==> config.mk <==
export PLATFORM = sky130hd
export DESIGN_NAME = acquisition_chain_config_regs
export DESIGN_NICKNAME = d
export VERILOG_FILES = /design/src/common/acq_pkg.sv /design/src/design/acq_sync3.sv /design/src/design/acq_result_hold.sv /design/src/design/acquisition_chain_config_regs.sv
export SDC_FILE = /design/constraint.sdc
export NUM_CORES = 1
export LEC_CHECK = 0
export BUFFER_PORTS_ARGS = -buffer_cell sky130_fd_sc_hd__buf_4
export CAP_MARGIN = 20
export CORE_UTILIZATION = 32
export CTS_BUF_LIST = sky130_fd_sc_hd__clkbuf_4 sky130_fd_sc_hd__clkbuf_8
export CTS_CLUSTER_SIZE = 10
export DETAILED_ROUTE_END_ITERATION = 6
export SETUP_SLACK_MARGIN = 0.5
export SYNTH_ARGS = -nofsm -noshare
export SYNTH_HDL_FRONTEND = slang
export SYNTH_SLANG_ARGS = --single-unit
==> constraint.sdc <==
create_clock -name sys_clk -period 8.76 [get_ports sys_clk]
set_input_delay 0.438 -clock sys_clk [delete_from_list [all_inputs] [get_ports sys_clk]]
set_output_delay 0.438 -clock sys_clk [all_outputs]
set_load 0.01 [all_outputs]
==> src/common/acq_pkg.sv <==
/*
 Constants, register map and types of the acquisition chain register bank.
 Assumes it is compiled before every design file that imports it.
*/
`default_nettype none
package acq_pkg;
   localparam int ADDR_W = 3;
   localparam int DATA_W = 8;
   localparam int RES_W = 16;
   localparam int CNT_W = 3;
   localparam int OSR_W = 11;
   // register offsets
   localparam logic [2:0] OFF_RESULT_LOW = 3'h0;
   localparam logic [2:0] OFF_RESULT_HIGH = 3'h1;
   localparam logic [2:0] OFF_CONV_CTRL = 3'h2;
   localparam logic [2:0] OFF_BIAS_EN = 3'h3;
   localparam logic [2:0] OFF_RATE_STAGE2 = 3'h4;
   localparam logic [2:0] OFF_GAIN = 3'h5;
   localparam logic [2:0] OFF_STAGE3_OFFSET = 3'h6;
   localparam logic [2:0] OFF_CHANNEL = 3'h7;
   localparam int CFG_FIRST = 2;
   localparam int CFG_LAST = 7;
   // field positions
   localparam int CC_TRIGGER_BIT = 7;
   localparam int CC_COUNT_LO = 5;
   localparam int CC_OSR_LO = 2;
   localparam int CC_CONTINUOUS_RUN_BIT = 1;
   localparam int BE_CONV_BIAS_LO = 6;
   localparam int BE_AMP_BIAS_LO = 4;
   localparam int RS_RATE_LO = 6;
   localparam int RS_GAIN_LO = 4;
   localparam int GN_STAGE1_BIT = 7;
   localparam int CH_BUSY_BIT = 7;
   localparam int CH_INPUT_LO = 1;
   localparam int OSR_BASE_EXP = 3;
   // reset values and writable bits, indexed by offset
   localparam logic [7:0] CFG_RESET [CFG_FIRST:CFG_LAST] =
      '{8'h28, 8'hF0, 8'h00, 8'h00, 8'h00, 8'h00};
   localparam logic [7:0] CFG_WMASK [CFG_FIRST:CFG_LAST] =
      '{8'h7F, 8'hFF, 8'hFF, 8'hFF, 8'h7F, 8'h3F};
   localparam logic [7:0] READ_IDLE = 8'h00;
   typedef enum {SEQ_IDLE, SEQ_LAUNCH, SEQ_WAIT_LOW, SEQ_WAIT_HIGH} seq_state_t;
endpackage : acq_pkg
`default_nettype wire

==> src/design/acq_sync3.sv <==
/*
 Three-stage synchroniser for one pin-level input with a change filter.
 Assumes the input is asynchronous to sys_clk and idles high.
*/
`default_nettype none
module acq_sync3 (
   input wire logic sys_clk,
   input wire logic rst,
   input wire logic pinIn,
   output logic level,
   output logic rise
);
   logic [2:0] stage_reg;
   logic [2:0] stage_next;
   logic level_reg;
   logic level_next;
   logic rise_reg;
   logic rise_next;

   // stage 0 feeds stage 1 only; a change counts once stages 1 and 2 agree
   always_comb begin
      stage_next = {stage_reg[1:0], pinIn};
      level_next = level_reg;
      if (stage_reg[1] == stage_reg[2]) begin
         level_next = stage_reg[2];
      end
      rise_next = level_next & ~level_reg;
   end

   always_ff @(posedge sys_clk or posedge rst) begin
      if (rst) begin
         // done idles high: resetting low would fake a rise
         stage_reg <= 3'h7;
         level_reg <= 1'b1;
         rise_reg <= 1'b0;
      end else begin
         stage_reg <= stage_next;
         level_reg <= level_next;
         rise_reg <= rise_next;
      end
   end

   assign level = level_reg;
   assign rise = rise_reg;
endmodule : acq_sync3
`default_nettype wire

==> src/design/acq_result_hold.sv <==
/*
 Holding register for the 16-bit conversion result, split into two bytes.
 Assumes the data input is stable whenever load is high.
*/
`default_nettype none
module acq_result_hold
   import acq_pkg::*;
(
   input wire logic sys_clk,
   input wire logic rst,
   input wire logic load,
   input wire logic [RES_W-1:0] dataIn,
   output logic [DATA_W-1:0] lowByte,
   output logic [DATA_W-1:0] highByte
);
   logic [RES_W-1:0] result_reg;
   logic [RES_W-1:0] result_next;

   always_comb begin
      result_next = load ? dataIn : result_reg;
   end

   always_ff @(posedge sys_clk or posedge rst) begin
      if (rst) begin
         result_reg <= 16'h0000;
      end else begin
         result_reg <= result_next;
      end
   end

   assign lowByte = result_reg[7:0];
   assign highByte = result_reg[15:8];
endmodule : acq_result_hold
`default_nettype wire

==> src/design/acquisition_chain_config_regs.sv <==
/*
 Register bank and conversion sequencer of the acquisition chain.
 Field outputs follow their registers at once; the elementary count
 is taken when a sequence begins, so a later write applies next time.
 Assumes a plain register port on sys_clk and a converter that answers
 each start pulse by dropping, then raising, its done level, with its
 result stable while done is high.
*/
// The strobed register port and the placing of the registers were left to the implementer.
//
// Operation
// - eight byte registers: result and configuration
// - low result byte, read-only, resets zero
// - high result byte, writes ignored, resets zero
// - elementary count field bits 6:5, reset 01
// - oversampling field bits 4:2, reset 010
// - converter bias bits 7:6, reset 11
// - amplifier bias bits 5:4, reset 11
// - stage and converter enables bits 3:0
// - first stage gain bit 7, reset 0
// - second stage gain bits 5:4, reset 00
// - second stage offset bits 3:0, reset 0000
// - third stage gain bits 6:0, reset 0
// - third stage offset 6:0, bit 7 zero
// - trigger starts one conversion, reads zero
// - continuous bit keeps restarting conversions
// - two to the n elementary conversions, chopped
// - oversampling ratio two to three plus n
`default_nettype none
module acquisition_chain_config_regs
   import acq_pkg::*;
(
   input wire logic sys_clk,
   input wire logic rst,
   input wire logic [ADDR_W-1:0] regAddr,
   input wire logic [DATA_W-1:0] regWrData,
   input wire logic regWrEn,
   input wire logic regRdEn,
   output logic [DATA_W-1:0] regRdData,
   input wire logic convDoneAsync,
   input wire logic [RES_W-1:0] convDataAsync,
   output logic convStart,
   output logic chopPhase,
   output logic busy,
   output logic [1:0] elementaryCountSel,
   output logic [2:0] oversampleSel,
   output logic [OSR_W-1:0] oversampleRatio,
   output logic [1:0] converterBiasSel,
   output logic [1:0] amplifierBiasSel,
   output logic [3:0] stageEnable,
   output logic [1:0] sampleRateSel,
   output logic stage1Gain,
   output logic [1:0] stage2Gain,
   output logic [3:0] stage2Offset,
   output logic [6:0] stage3Gain,
   output logic [6:0] stage3Offset,
   output logic [4:0] inputMuxSel,
   output logic refMuxSel
);

   // ------------------------------------------------------------
   // decoding helpers
   // ------------------------------------------------------------
   function automatic logic isHit(
      input logic [ADDR_W-1:0] addr,
      input logic [ADDR_W-1:0] off
   );
      isHit = (addr == off);
   endfunction : isHit

   function automatic logic [OSR_W-1:0] osrRatio(input logic [2:0] sel);
      logic [3:0] expo;
      expo = 4'(OSR_BASE_EXP) + {1'b0, sel};
      osrRatio = OSR_W'(1) << expo;
   endfunction : osrRatio

   function automatic logic [CNT_W-1:0] elemLastIndex(
      input logic [1:0] sel
   );
      logic [3:0] total;
      total = 4'h1 << sel;
      elemLastIndex = CNT_W'(total - 4'h1);
   endfunction : elemLastIndex

   // ------------------------------------------------------------
   // configuration registers
   // ------------------------------------------------------------
   logic [DATA_W-1:0] cfgReg [CFG_FIRST:CFG_LAST];
   logic [DATA_W-1:0] cfgNext [CFG_FIRST:CFG_LAST];

   genvar gi;
   generate
      for (gi = CFG_FIRST; gi <= CFG_LAST; gi++) begin : g_cfg
         // unwritable bits are masked at write so they are never stored; channel bit 7 reads busy instead
         always_comb begin
            cfgNext[gi] = cfgReg[gi];
            if (regWrEn && isHit(regAddr, ADDR_W'(gi))) begin
               cfgNext[gi] = regWrData & CFG_WMASK[gi];
            end
         end

         always_ff @(posedge sys_clk or posedge rst) begin
            if (rst) begin
               cfgReg[gi] <= CFG_RESET[gi];
            end else begin
               cfgReg[gi] <= cfgNext[gi];
            end
         end
      end
   endgenerate

   // ------------------------------------------------------------
   // decoded oversampling ratio
   // ------------------------------------------------------------
   logic [OSR_W-1:0] osr_reg;
   logic [OSR_W-1:0] osr_next;

   always_comb begin
      osr_next = osrRatio(cfgNext[OFF_CONV_CTRL][CC_OSR_LO +: 3]);
   end

   always_ff @(posedge sys_clk or posedge rst) begin
      if (rst) begin
         osr_reg <= 11'h020;
      end else begin
         osr_reg <= osr_next;
      end
   end

   // ------------------------------------------------------------
   // converter handshake
   // ------------------------------------------------------------
   logic doneLevel;
   logic doneRise;
   logic loadResult;
   logic [DATA_W-1:0] resultLow;
   logic [DATA_W-1:0] resultHigh;

   acq_sync3 u_done_sync (
      .sys_clk(sys_clk),
      .rst(rst),
      .pinIn(convDoneAsync),
      .level(doneLevel),
      .rise(doneRise)
   );

   // data is bundled with done: only captured after done has settled
   acq_result_hold u_result (
      .sys_clk(sys_clk),
      .rst(rst),
      .load(loadResult),
      .dataIn(convDataAsync),
      .lowByte(resultLow),
      .highByte(resultHigh)
   );

   // ------------------------------------------------------------
   // conversion sequencer
   // ------------------------------------------------------------
   seq_state_t state_reg;
   seq_state_t state_next;
   logic pending_reg;
   logic pending_next;
   logic [CNT_W-1:0] elemCnt_reg;
   logic [CNT_W-1:0] elemCnt_next;
   logic [CNT_W-1:0] elemLast_reg;
   logic [CNT_W-1:0] elemLast_next;
   logic chop_reg;
   logic chop_next;
   logic start_reg;
   logic start_next;
   logic busy_reg;
   logic busy_next;
   logic trigWrite;
   logic contMode;
   logic seqBegin;

   always_comb begin
      contMode = cfgReg[OFF_CONV_CTRL][CC_CONTINUOUS_RUN_BIT];
      state_next = state_reg;
      elemCnt_next = elemCnt_reg;
      elemLast_next = elemLast_reg;
      chop_next = chop_reg;
      start_next = 1'b0;
      loadResult = 1'b0;
      seqBegin = 1'b0;
      case (state_reg)
         SEQ_IDLE: begin
            if (pending_reg || contMode) begin
               seqBegin = 1'b1;
               elemCnt_next = '0;
               chop_next = 1'b0;
               // captured here: a write mid-sequence waits for the next
               elemLast_next = elemLastIndex(
                  cfgReg[OFF_CONV_CTRL][CC_COUNT_LO +: 2]);
               state_next = SEQ_LAUNCH;
            end
         end
         SEQ_LAUNCH: begin
            start_next = 1'b1;
            state_next = SEQ_WAIT_LOW;
         end
         SEQ_WAIT_LOW: begin
            // done of the previous conversion must drop first
            if (!doneLevel) begin
               state_next = SEQ_WAIT_HIGH;
            end
         end
         SEQ_WAIT_HIGH: begin
            if (doneRise) begin
               if (elemCnt_reg == elemLast_reg) begin
                  // only the last elementary result is kept
                  loadResult = 1'b1;
                  state_next = SEQ_IDLE;
               end else begin
                  elemCnt_next = elemCnt_reg + CNT_W'(1);
                  chop_next = ~chop_reg;
                  state_next = SEQ_LAUNCH;
               end
            end
         end
         default: begin
            state_next = SEQ_IDLE;
         end
      endcase
      busy_next = (state_next != SEQ_IDLE);
   end

   always_ff @(posedge sys_clk or posedge rst) begin
      if (rst) begin
         state_reg <= SEQ_IDLE;
         elemCnt_reg <= 3'h0;
         elemLast_reg <= 3'h0;
         chop_reg <= 1'b0;
         start_reg <= 1'b0;
         busy_reg <= 1'b0;
      end else begin
         state_reg <= state_next;
         elemCnt_reg <= elemCnt_next;
         elemLast_reg <= elemLast_next;
         chop_reg <= chop_next;
         start_reg <= start_next;
         busy_reg <= busy_next;
      end
   end

   // ------------------------------------------------------------
   // trigger capture
   // ------------------------------------------------------------
   // a trigger landing in the cycle that begins a sequence stays pending: set wins
   always_comb begin
      trigWrite = regWrEn && isHit(regAddr, OFF_CONV_CTRL)
         && regWrData[CC_TRIGGER_BIT];
      pending_next = pending_reg;
      if (seqBegin) begin
         pending_next = 1'b0;
      end
      if (trigWrite) begin
         pending_next = 1'b1;
      end
   end

   always_ff @(posedge sys_clk or posedge rst) begin
      if (rst) begin
         pending_reg <= 1'b0;
      end else begin
         pending_reg <= pending_next;
      end
   end

   // ------------------------------------------------------------
   // read port
   // ------------------------------------------------------------
   logic [DATA_W-1:0] rdData_reg;
   logic [DATA_W-1:0] rdData_next;

   // data stands only in the cycle after the strobe, zero otherwise
   always_comb begin
      rdData_next = READ_IDLE;
      if (regRdEn) begin
         case (regAddr)
            OFF_RESULT_LOW: begin
               rdData_next = resultLow;
            end
            OFF_RESULT_HIGH: begin
               rdData_next = resultHigh;
            end
            OFF_CONV_CTRL: begin
               // trigger is a strobe only, whatever the store holds
               rdData_next = cfgReg[OFF_CONV_CTRL];
               rdData_next[CC_TRIGGER_BIT] = 1'b0;
            end
            OFF_STAGE3_OFFSET: begin
               rdData_next = cfgReg[OFF_STAGE3_OFFSET];
               rdData_next[DATA_W-1] = 1'b0;
            end
            OFF_CHANNEL: begin
               rdData_next = cfgReg[OFF_CHANNEL];
               rdData_next[CH_BUSY_BIT] = busy_reg;
            end
            default: begin
               // trigger bit and unused bits are never stored
               rdData_next = cfgReg[regAddr];
            end
         endcase
      end
   end

   always_ff @(posedge sys_clk or posedge rst) begin
      if (rst) begin
         rdData_reg <= 8'h00;
      end else begin
         rdData_reg <= rdData_next;
      end
   end

   // ------------------------------------------------------------
   // outputs
   // ------------------------------------------------------------
   assign regRdData = rdData_reg;
   assign convStart = start_reg;
   assign chopPhase = chop_reg;
   assign busy = busy_reg;
   assign oversampleRatio = osr_reg;
   assign elementaryCountSel =
      cfgReg[OFF_CONV_CTRL][CC_COUNT_LO +: 2];
   assign oversampleSel = cfgReg[OFF_CONV_CTRL][CC_OSR_LO +: 3];
   assign converterBiasSel =
      cfgReg[OFF_BIAS_EN][BE_CONV_BIAS_LO +: 2];
   assign amplifierBiasSel =
      cfgReg[OFF_BIAS_EN][BE_AMP_BIAS_LO +: 2];
   assign stageEnable = cfgReg[OFF_BIAS_EN][3:0];
   assign sampleRateSel =
      cfgReg[OFF_RATE_STAGE2][RS_RATE_LO +: 2];
   assign stage2Gain = cfgReg[OFF_RATE_STAGE2][RS_GAIN_LO +: 2];
   assign stage2Offset = cfgReg[OFF_RATE_STAGE2][3:0];
   assign stage1Gain = cfgReg[OFF_GAIN][GN_STAGE1_BIT];
   assign stage3Gain = cfgReg[OFF_GAIN][6:0];
   assign stage3Offset = cfgReg[OFF_STAGE3_OFFSET][6:0];
   assign inputMuxSel = cfgReg[OFF_CHANNEL][CH_INPUT_LO +: 5];
   assign refMuxSel = cfgReg[OFF_CHANNEL][0];
endmodule : acquisition_chain_config_regs
`default_nettype wire

==> results of run 1 <==
==> Yosys cell counts, types with 2 or more instances <==
cell and instances:
dfrtp_1 115, mux2_2 57, buf_4 40, nand2_1 24
inv_1 13, dfstp_2 11, nor2_1 11, o21ai_0 11
a21oi_1 10, mux2_4 10, o221ai_1 9, mux2i_1 8
o22ai_1 8, clkbuf_1 7, nand3_1 7, nor4_2 7
a22o_1 4, nor3_1 4, a21o_1 3, buf_2 3
nand4_1 3, xor2_1 3, a211oi_1 2, and3_1 2
buf_1 2, nand4_2 2, or3_1 2
==> logic make-up (layout without fill, tap and decap cells) <==
family | Yosys count | in the layout | synth area share
buffers and inverters | 67 | 144 | 0.07857
AOI/OAI and AO/OA | 53 | 53 | 0.06725
muxes | 75 | 75 | 0.1645
DFF | 126 | 126 | 0.5972
adders and majority gates | 2 | 2 | 0.004247
other | 1 | 33 | 0.0007072
xor gates and xnor gates | 3 | 3 | 0.004956
and+or+nand+nor | 70 | 70 | 0.08259
==> per-layer routing <==
metal / share of wire / GRT usage / up-vias
li1: - / - / 1535
met1: 0.46 / 0.2021 / 1662
met2: 0.48 / 0.2434 / 88
met3: 0.045 / 0.04560 / 11
met4: 0.012 / 0.05274 / 0
met5: 0 / 0 / -
==> path summary, 6_finish.rpt <==
kind,to,slack (ns),cells after the start
max,u_result.result_reg[11]$_DFFE_PP0P_,6.66,5
min,convStart$_DFF_PP0_,0.09,2
max reg2reg,u_result.result_reg[11]$_DFFE_PP0P_,6.66,5
min reg2reg,u_done_sync.stage_reg[1]$_DFF_PP1_,0.36,0
max in group asynchronous,inputMuxSel[3]$_DFFE_PP0P_,7.30,3
min in group sys_clk,u_done_sync.stage_reg[0]$_DFF_PP1_,0.12,1
==> power breakdown <==
part / total (W) / internal (W) / switching, W
Sequential: 0.000699 / 0.000651 / 0.0000481
Clock: 0.000529 / 0.000314 / 0.000215
Combinational: 0.000240 / 0.000127 / 0.000113
==> cell type report <==
cell class / count / share of cell area
Multi-Input combinational cell: 236 / 0.2843
Inverter: 14 / 0.008479
Sequential cell: 126 / 0.4878
Clock buffer: 25 / 0.04722
Tap cell: 216 / 0.04163
Clock inverter: 7 / 0.01734
Timing Repair Buffer: 98 / 0.1133
==> metrics by stage <==
step,setup slack [ns],hold WS (ns),instance area (µm²)
2_1_floorplan,4.984,0.3452,5423
3_3_place_gp,6.643,0.3464,6073
3_5_place_dp,6.540,0.3481,6073
4_1_cts,6.620,0.07724,6492
5_1_grt,6.515,0.07447,6492
6_report,6.656,0.09318,6492
==> results.md, run 1 <==
Clock network:
- The clock transition at the registers of the reported paths is roughly 0.06 ns.
- At the later pin of the worst-skew pair, clock insertion delay measures roughly 0.43 ns.
- The count of hold buffers inserted by post-cts repair is 0.
- Counting the buffers created by CTS gives 17.
- The clock tree root buffer cell is clkbuf_8.
- In this run, post-CTS repair resized a total of 0 instances.
- The number of H-tree levels is 4.
- The number of buffers between clock root and the deepest sink is 2.
- The tree built by TritonCTS fans out to approximately 130 sinks.
- In this run the post-CTS setup repair buffer count came out at 0.
- The CTS tree is built.

Synth:
- The dominant synthesized flop cell is dfrtp_1.
- Of the synthesized area, sequential elements account for 0.5972.
- The average instance in the mapped netlist occupies 13.36 µm².
- The synthesized netlist contains 46 unique library cells.
- Yosys attributes the largest share of cell area to dfrtp_1, mux2_2, buf_4, dfstp_2, mux2_4.
- The synthesized area is 0.005303 mm².
- Of the post-synthesis cell area, the dominant cell type holds 0.5427.
- The number of warning messages in the yosys log is 0.
- After synthesis the netlist holds a flip-flop and latch count of ~130.
- Summed over all instances, the cell type with the most area after synthesis is dfrtp_1.
- Yosys mapped a number of flops with a built-in enable equal to 0.
- For this run, asynchronously set or reset flops after synthesis account for 1.000.
- The number of instances in the synthesized netlist is 397.

Timing:
- Dividing the final minimum period by the clock period gives 0.2401.
- The time the final worst path needs with I/O delays and setup is 2.104 ns.
- Setup repair after global routing left no endpoint under its margin.
- The total count of max-transition violations in the final report is 0.
- Setup violations remaining at the end of the flow were counted as 0.
- The final-layout setup total negative slack is 0 ns.
- The clock arrives with 0.01095 ns of skew.
- Headroom to the max-slew limit came out at 0.3766.
- The transition at the pin with the smallest max-transition slack is 0.9351 ns.
- Derived from the worst setup path, the maximum achievable clock frequency is 0.4754 GHz.
- The count of endpoints failing hold in the final timing report came to 0.

GRT:
- The first global-routing pass estimated 19060 µm of wire.
- Summed over all layers, the global routing overflow is 0.
- Entering global routing, the biggest net connects 76 pins.
- The via count of the first global-routing pass is about 3400.
- Across every metal layer, demand over resource in global routing totals 0.1542.
- The number of antenna violations at the first check in global routing came to 0.

Worst setup path:
- The startpoint identified for the worst register-to-register timing path is state_reg[18]$_DFF_PP0_.
- The largest incremental delay on the critical path is 0.38 ns.
- The number of buffers and inverters on the critical path is 1.
- The signal on the critical path passes through nor4_2, nand4_2, nor4_4, buf_4, mux2_2.
- The launch point of the critical path is state_reg[18]$_DFF_PP0_.
- The dominant delay contributor by cell family on the critical path is simple AND/OR/NAND/NOR gates.
- STA classifies the critical path startpoint as a flop.
- The kind of capture point of the worst setup path is a flop.
- The cell with the largest stage delay on the worst path is dfrtp_1.
- The critical-path maximum fanout is 16.
- For the worst setup path, the data required time is approximately 9 ns.
- The signal arrival time at the worst endpoint is 2.42 ns.
- The start-to-end type of the worst setup path is reg2reg.

Detailed routing:
- For this block, the initial DRC count from the detailed router was 178.
- In this run the remaining antenna-violating nets after routing total 0.
- The pre-antenna-repair detailed-routing pass consisted of 4 iterations.
- The routed length per placed instance is around 17 µm.
- Using the TritonRoute via totals, the vias-per-cell ratio works out to approximately 4.6.
- The number of vias in the routed layout is between 3000 and 4000.
- In the routed design, unresolved DRC markers number 0.
- Summed over all layers, the routed wires come to ~12000 µm.

Floorplan:
- The die footprint is 0.01709 mm².
- The total area inside the core boundary comes to 0.01606 mm².
- For this design the top-level I/O count stands at 96.
- The initial core utilization is 0.3302.
- In this run the core area contains 46 standard-cell rows.
- Measured along the y axis, the die boundary spans 130.7 µm.
- The width of the die is around 130 µm.

Placement:
- Detailed placement ended at an HPWL of 8531 µm.
- The congestion estimate from routability-driven global placement came to 0.7772.
- The number of placed instances, taps included, is a little under 700.
- During placement, the flow inserted port buffers numbering 95.

Final layout:
- The number of antenna repair diodes is 0.
- Once layout is complete, the utilization of the core stands at 0.4043.
- The area added between synthesis and finish is 22.44%.
- The library cell used most frequently in the layout, excluding fill and tap cells, is dfrtp_1.
- The flip-flop count of the largest register after layout is 32.
- Of the cells placed in the final design, the portion with a size suffix greater than 1 is 0.4407.
- The area of the multi-input gates is between 0.0015 and 0.002 mm².
- In the final layout, flip-flops and latches occupy 0.003167 mm².
- The net count of the finished layout is 526.
- The top cell types in the final layout, fill and taps aside, are dfrtp_1, buf_4, mux2_2.
- The number of fillers in the final layout is about 1500.
- The final non-filler cell total is roughly 720.

Pwr:
- The total power per unit cell area is 226.2 mW/mm².
- The overall power consumption is 0.001469 W.
- IR analysis of the VDD net gives a maximum drop of 0.00009930 V.
- The leakage power of the design is approximately 3.0 nW.

Status:
- The flow ran to the end, and the final reports show no timing, DRC or antenna violations.

Flow run:
- The total of max-cap violations is 0.

Hold path:
- The type of the worst min-delay path is in2async.
No activity file was read; power rests on OpenSTA's default activity.
==> run 2, diff against run 1 <==
Clock period 8.76 ns to 1.9 ns, I/O delays scaled along.
==> results.md, run 2 (synthesis results as in run 1) <==
Floorplan:
- The floorplan core area was 0.01606 mm² (unchanged).
- The die footprint is 0.01709 mm² (unchanged).
- The initial core utilization is 0.3302 (unchanged).
- The standard-cell row count came to 46 (unchanged).
- The floorplan die height is 130.7 µm (unchanged).
- The width of the die is 130.7 µm (unchanged).
- The number of ports placed on the die boundary is 96 (unchanged).

GRT:
- The number of antenna violations at the first check in global routing is 0 (unchanged).
- The total grt overflow is 0 (unchanged).
- The combined global-route utilization of all metal layers is 0.1522 (-0.001955).
- The wire length of the first global-routing pass is 18900 µm (-0.87%).
- The via count of the first global-routing pass is 3487 (+2.5%).
- The largest net degree at the start of global routing is 127 (+67%).

Final layout:
- The share of post-route cells with drive strength above 1 is 0.4565 (+0.01581).
- Leaving out fill and tap cells, the most frequent cell in the layout is dfrtp_1.
- The number of antenna repair diodes is 0 (unchanged).
- In the layout the commonest cells are dfrtp_1, buf_4, mux2_2.
- The area added between synthesis and finish is 34.78%.
- The flip-flop count of the largest register after layout is 32 (unchanged).
- The count of nets after finishing is 572 (+8.7%).

Clock network:
- The clock latency of the later-clocked register in the worst-skew pair is 0.45 ns (+0.02 ns).
- The number of buffers created by CTS is 17 (unchanged).
- The clock transition at the registers of the reported paths was 0.07 ns (about the same).
- The number of H-tree levels is 4 (unchanged).
- The clock tree root buffer cell is clkbuf_8.
- The TritonCTS sink count came to 126 (unchanged).
- TritonCTS built the clock tree.
- The number of buffers between clock root and the deepest sink is 2 (unchanged).

Detailed routing:
- The violation count after the first detailed-routing iteration is 209 (+17%).
- The detail-routed via count per cell was 4.486 (-1.7%).
- The final antenna-violating net count is 0 (unchanged).
- The routed length per placed instance was 15.92 µm (-4.5%).
- The count of unresolved DRC violations after routing is 0 (unchanged).
- The total wire length is 12230 µm (+1.6%).
- The number of vias in the routed layout is 3445 (+4.5%).
- The length of the first detailed-routing pass in iterations came to 5 (+1).

Timing:
- The worst clock skew is 0.009408 ns (-0.001543 ns).
- The worst-case headroom to the max-slew limit is 0.5384 (+0.1618).
- The final-layout setup total negative slack was -0.4227 ns (-0.4227 ns).
- The count of endpoints failing hold in the final timing report is 0 (unchanged).
- The final critical-path share of the clock period is 1.022 (+0.7818).
- The total count of max-transition violations in the final report is 0 (unchanged).
- The maximum achievable frequency came to 0.5150 GHz (+8.3%).
- The time the final worst path needs with I/O delays and setup is 1.942 ns (-0.1620 ns).
- Setup repair after global routing could not meet its margin everywhere.
- The setup slack of the critical path after layout was -0.04166 ns (-6.698 ns).
- The transition at the pin with the smallest max-transition slack was 0.6878 ns (-0.2474 ns).
- The total of endpoints with negative setup slack in the final report is 16 (+16).
- The smallest hold slack is 0.03705 ns (-0.05613 ns).

Worst setup path:
- The critical path goes through nor4_4, nand4_2, nor4_4, buf_4, clkbuf_16, mux2_4.
- The required time reported for the critical path endpoint is 2.23 ns (-6.84 ns).
- The worst setup path is launched from a flop.
- On the critical path the largest part of the delay comes from simple AND/OR/NAND/NOR gates.
- The worst setup path is of the reg2reg kind.
- The signal arrival time at the worst endpoint came to 2.27 ns (-0.15 ns).
- The largest incremental delay on the critical path is 0.41 ns (+0.03 ns).
- The most numerous cell on the critical path is nor4_4.
- Among all stages on the critical path, the largest delay is contributed by dfrtp_1.
- STA classifies the critical path endpoint as a flop.
- The worst path buffer plus inverter count is 2 (+1).
- The critical-path maximum fanout came to 8 (-8).

Pwr:
- The total power per unit cell area is 1025 mW/mm² (+350%).
- The worst ir drop on vdd is 0.0004606 V (+360%).
- The leakage power of the design is 3.289 nW (+9.1%).

Flow run:
- The total of max-cap violations is 0 (unchanged).

Status:
- The run finished, with violations left.
- The final reports fail on negative setup slack.

Hold path:
- The tightest min-delay check is of the in2reg type.

Placement:
- The placer's final routability congestion estimate was 0.8156 (+4.9%).
- The total half-perimeter wirelength after legalization and detailed placement was 8401 µm (-1.5%).
- The count of port buffers added during placement came to 95 (unchanged).
run 2: changes by cell type in the layout (fill, tap and decap cells not counted), sizes merged:
cell	change
inv	-1
clkinvlp	+1
buf	+18
clkbuf	-4
dlygate4sd3	+27
bufinv	+4
clkinv	+1
run 2: final timing paths:
check                      depth (start not counted)  slack (ns)                                from                            endpoint
setup / recovery                                   6       -0.04             state_reg[26]$_DFF_PP0_  u_result.result_reg[4]$_DFFE_PP0P_
hold / removal                                     3        0.04                          regAddr[2]              regRdData[6]$_DFF_PP0_
setup reg to reg                                   6       -0.04             state_reg[26]$_DFF_PP0_  u_result.result_reg[4]$_DFFE_PP0P_
hold reg to reg                                    0        0.36  u_done_sync.stage_reg[0]$_DFF_PP1_  u_done_sync.stage_reg[1]$_DFF_PP1_
max in group asynchronous                          4        1.02                                 rst         stage2Offset[0]$_DFFE_PP0P_
min in group asynchronous                          4        0.39                                 rst          oversampleSel[2]$_DFF_PP0_
run 2: repair_timing:
action,CTS,global route
cloned,0,1
hold buffers,27,0
pin swaps,0,2
resized for setup,7,13
endpoints found under the setup margin,28,28
buffers inserted,0,2
hold endpoints to repair,181,0
run 2: routing by layer:
metal | vias to the layer above | global-route usage | wire (µm)
met2 | 76 | 0.2490 | 6102
met3 | 19 | 0.04845 | 555
li1 | 1624 | - | -
met1 | 1726 | 0.1898 | 5385
met4 | 0 | 0.05274 | 187
met5 | - | 0 | 0
run 2: report_power, final:
group	internal (W)	switching [W]
sequential	0.00300	0.000223
clock	0.00190	0.00103
combinational	0.000639	0.000527
run 2: worst min-delay path, cell delays in order:
cell and delay [ns]:
buf_4 0.19, nand2_1 0.08, a21oi_1 0.07
run 2: area by class of cell:
class	count	area, µm²
clock buffer	20	269.0
clock inverter	12	237.7
fill	1475	8911
inverter	14	57.56
multi-input combinational	236	1947
sequential	126	3167
tap	216	270.3
timing repair buffer	144	1199
run 2: per-stage QoR:
step / area (µm²) / total power, W / util / cells / worst slack, ns
final: 7147 / 0.007324 / 0.4451 / 768 / -0.04166
after global routing: 7147 / 0.007681 / 0.4451 / 768 / -0.1108
after CTS: 7038 / 0.007398 / 0.4383 / 765 / -0.007110
after detailed placement: 6221 / 0.004404 / 0.3874 / 706 / -0.001273
after global placement: 6221 / 0.004373 / 0.3874 / 706 / 0.03823
after floorplan: 5428 / 0.004026 / - / 429 / -0.09621
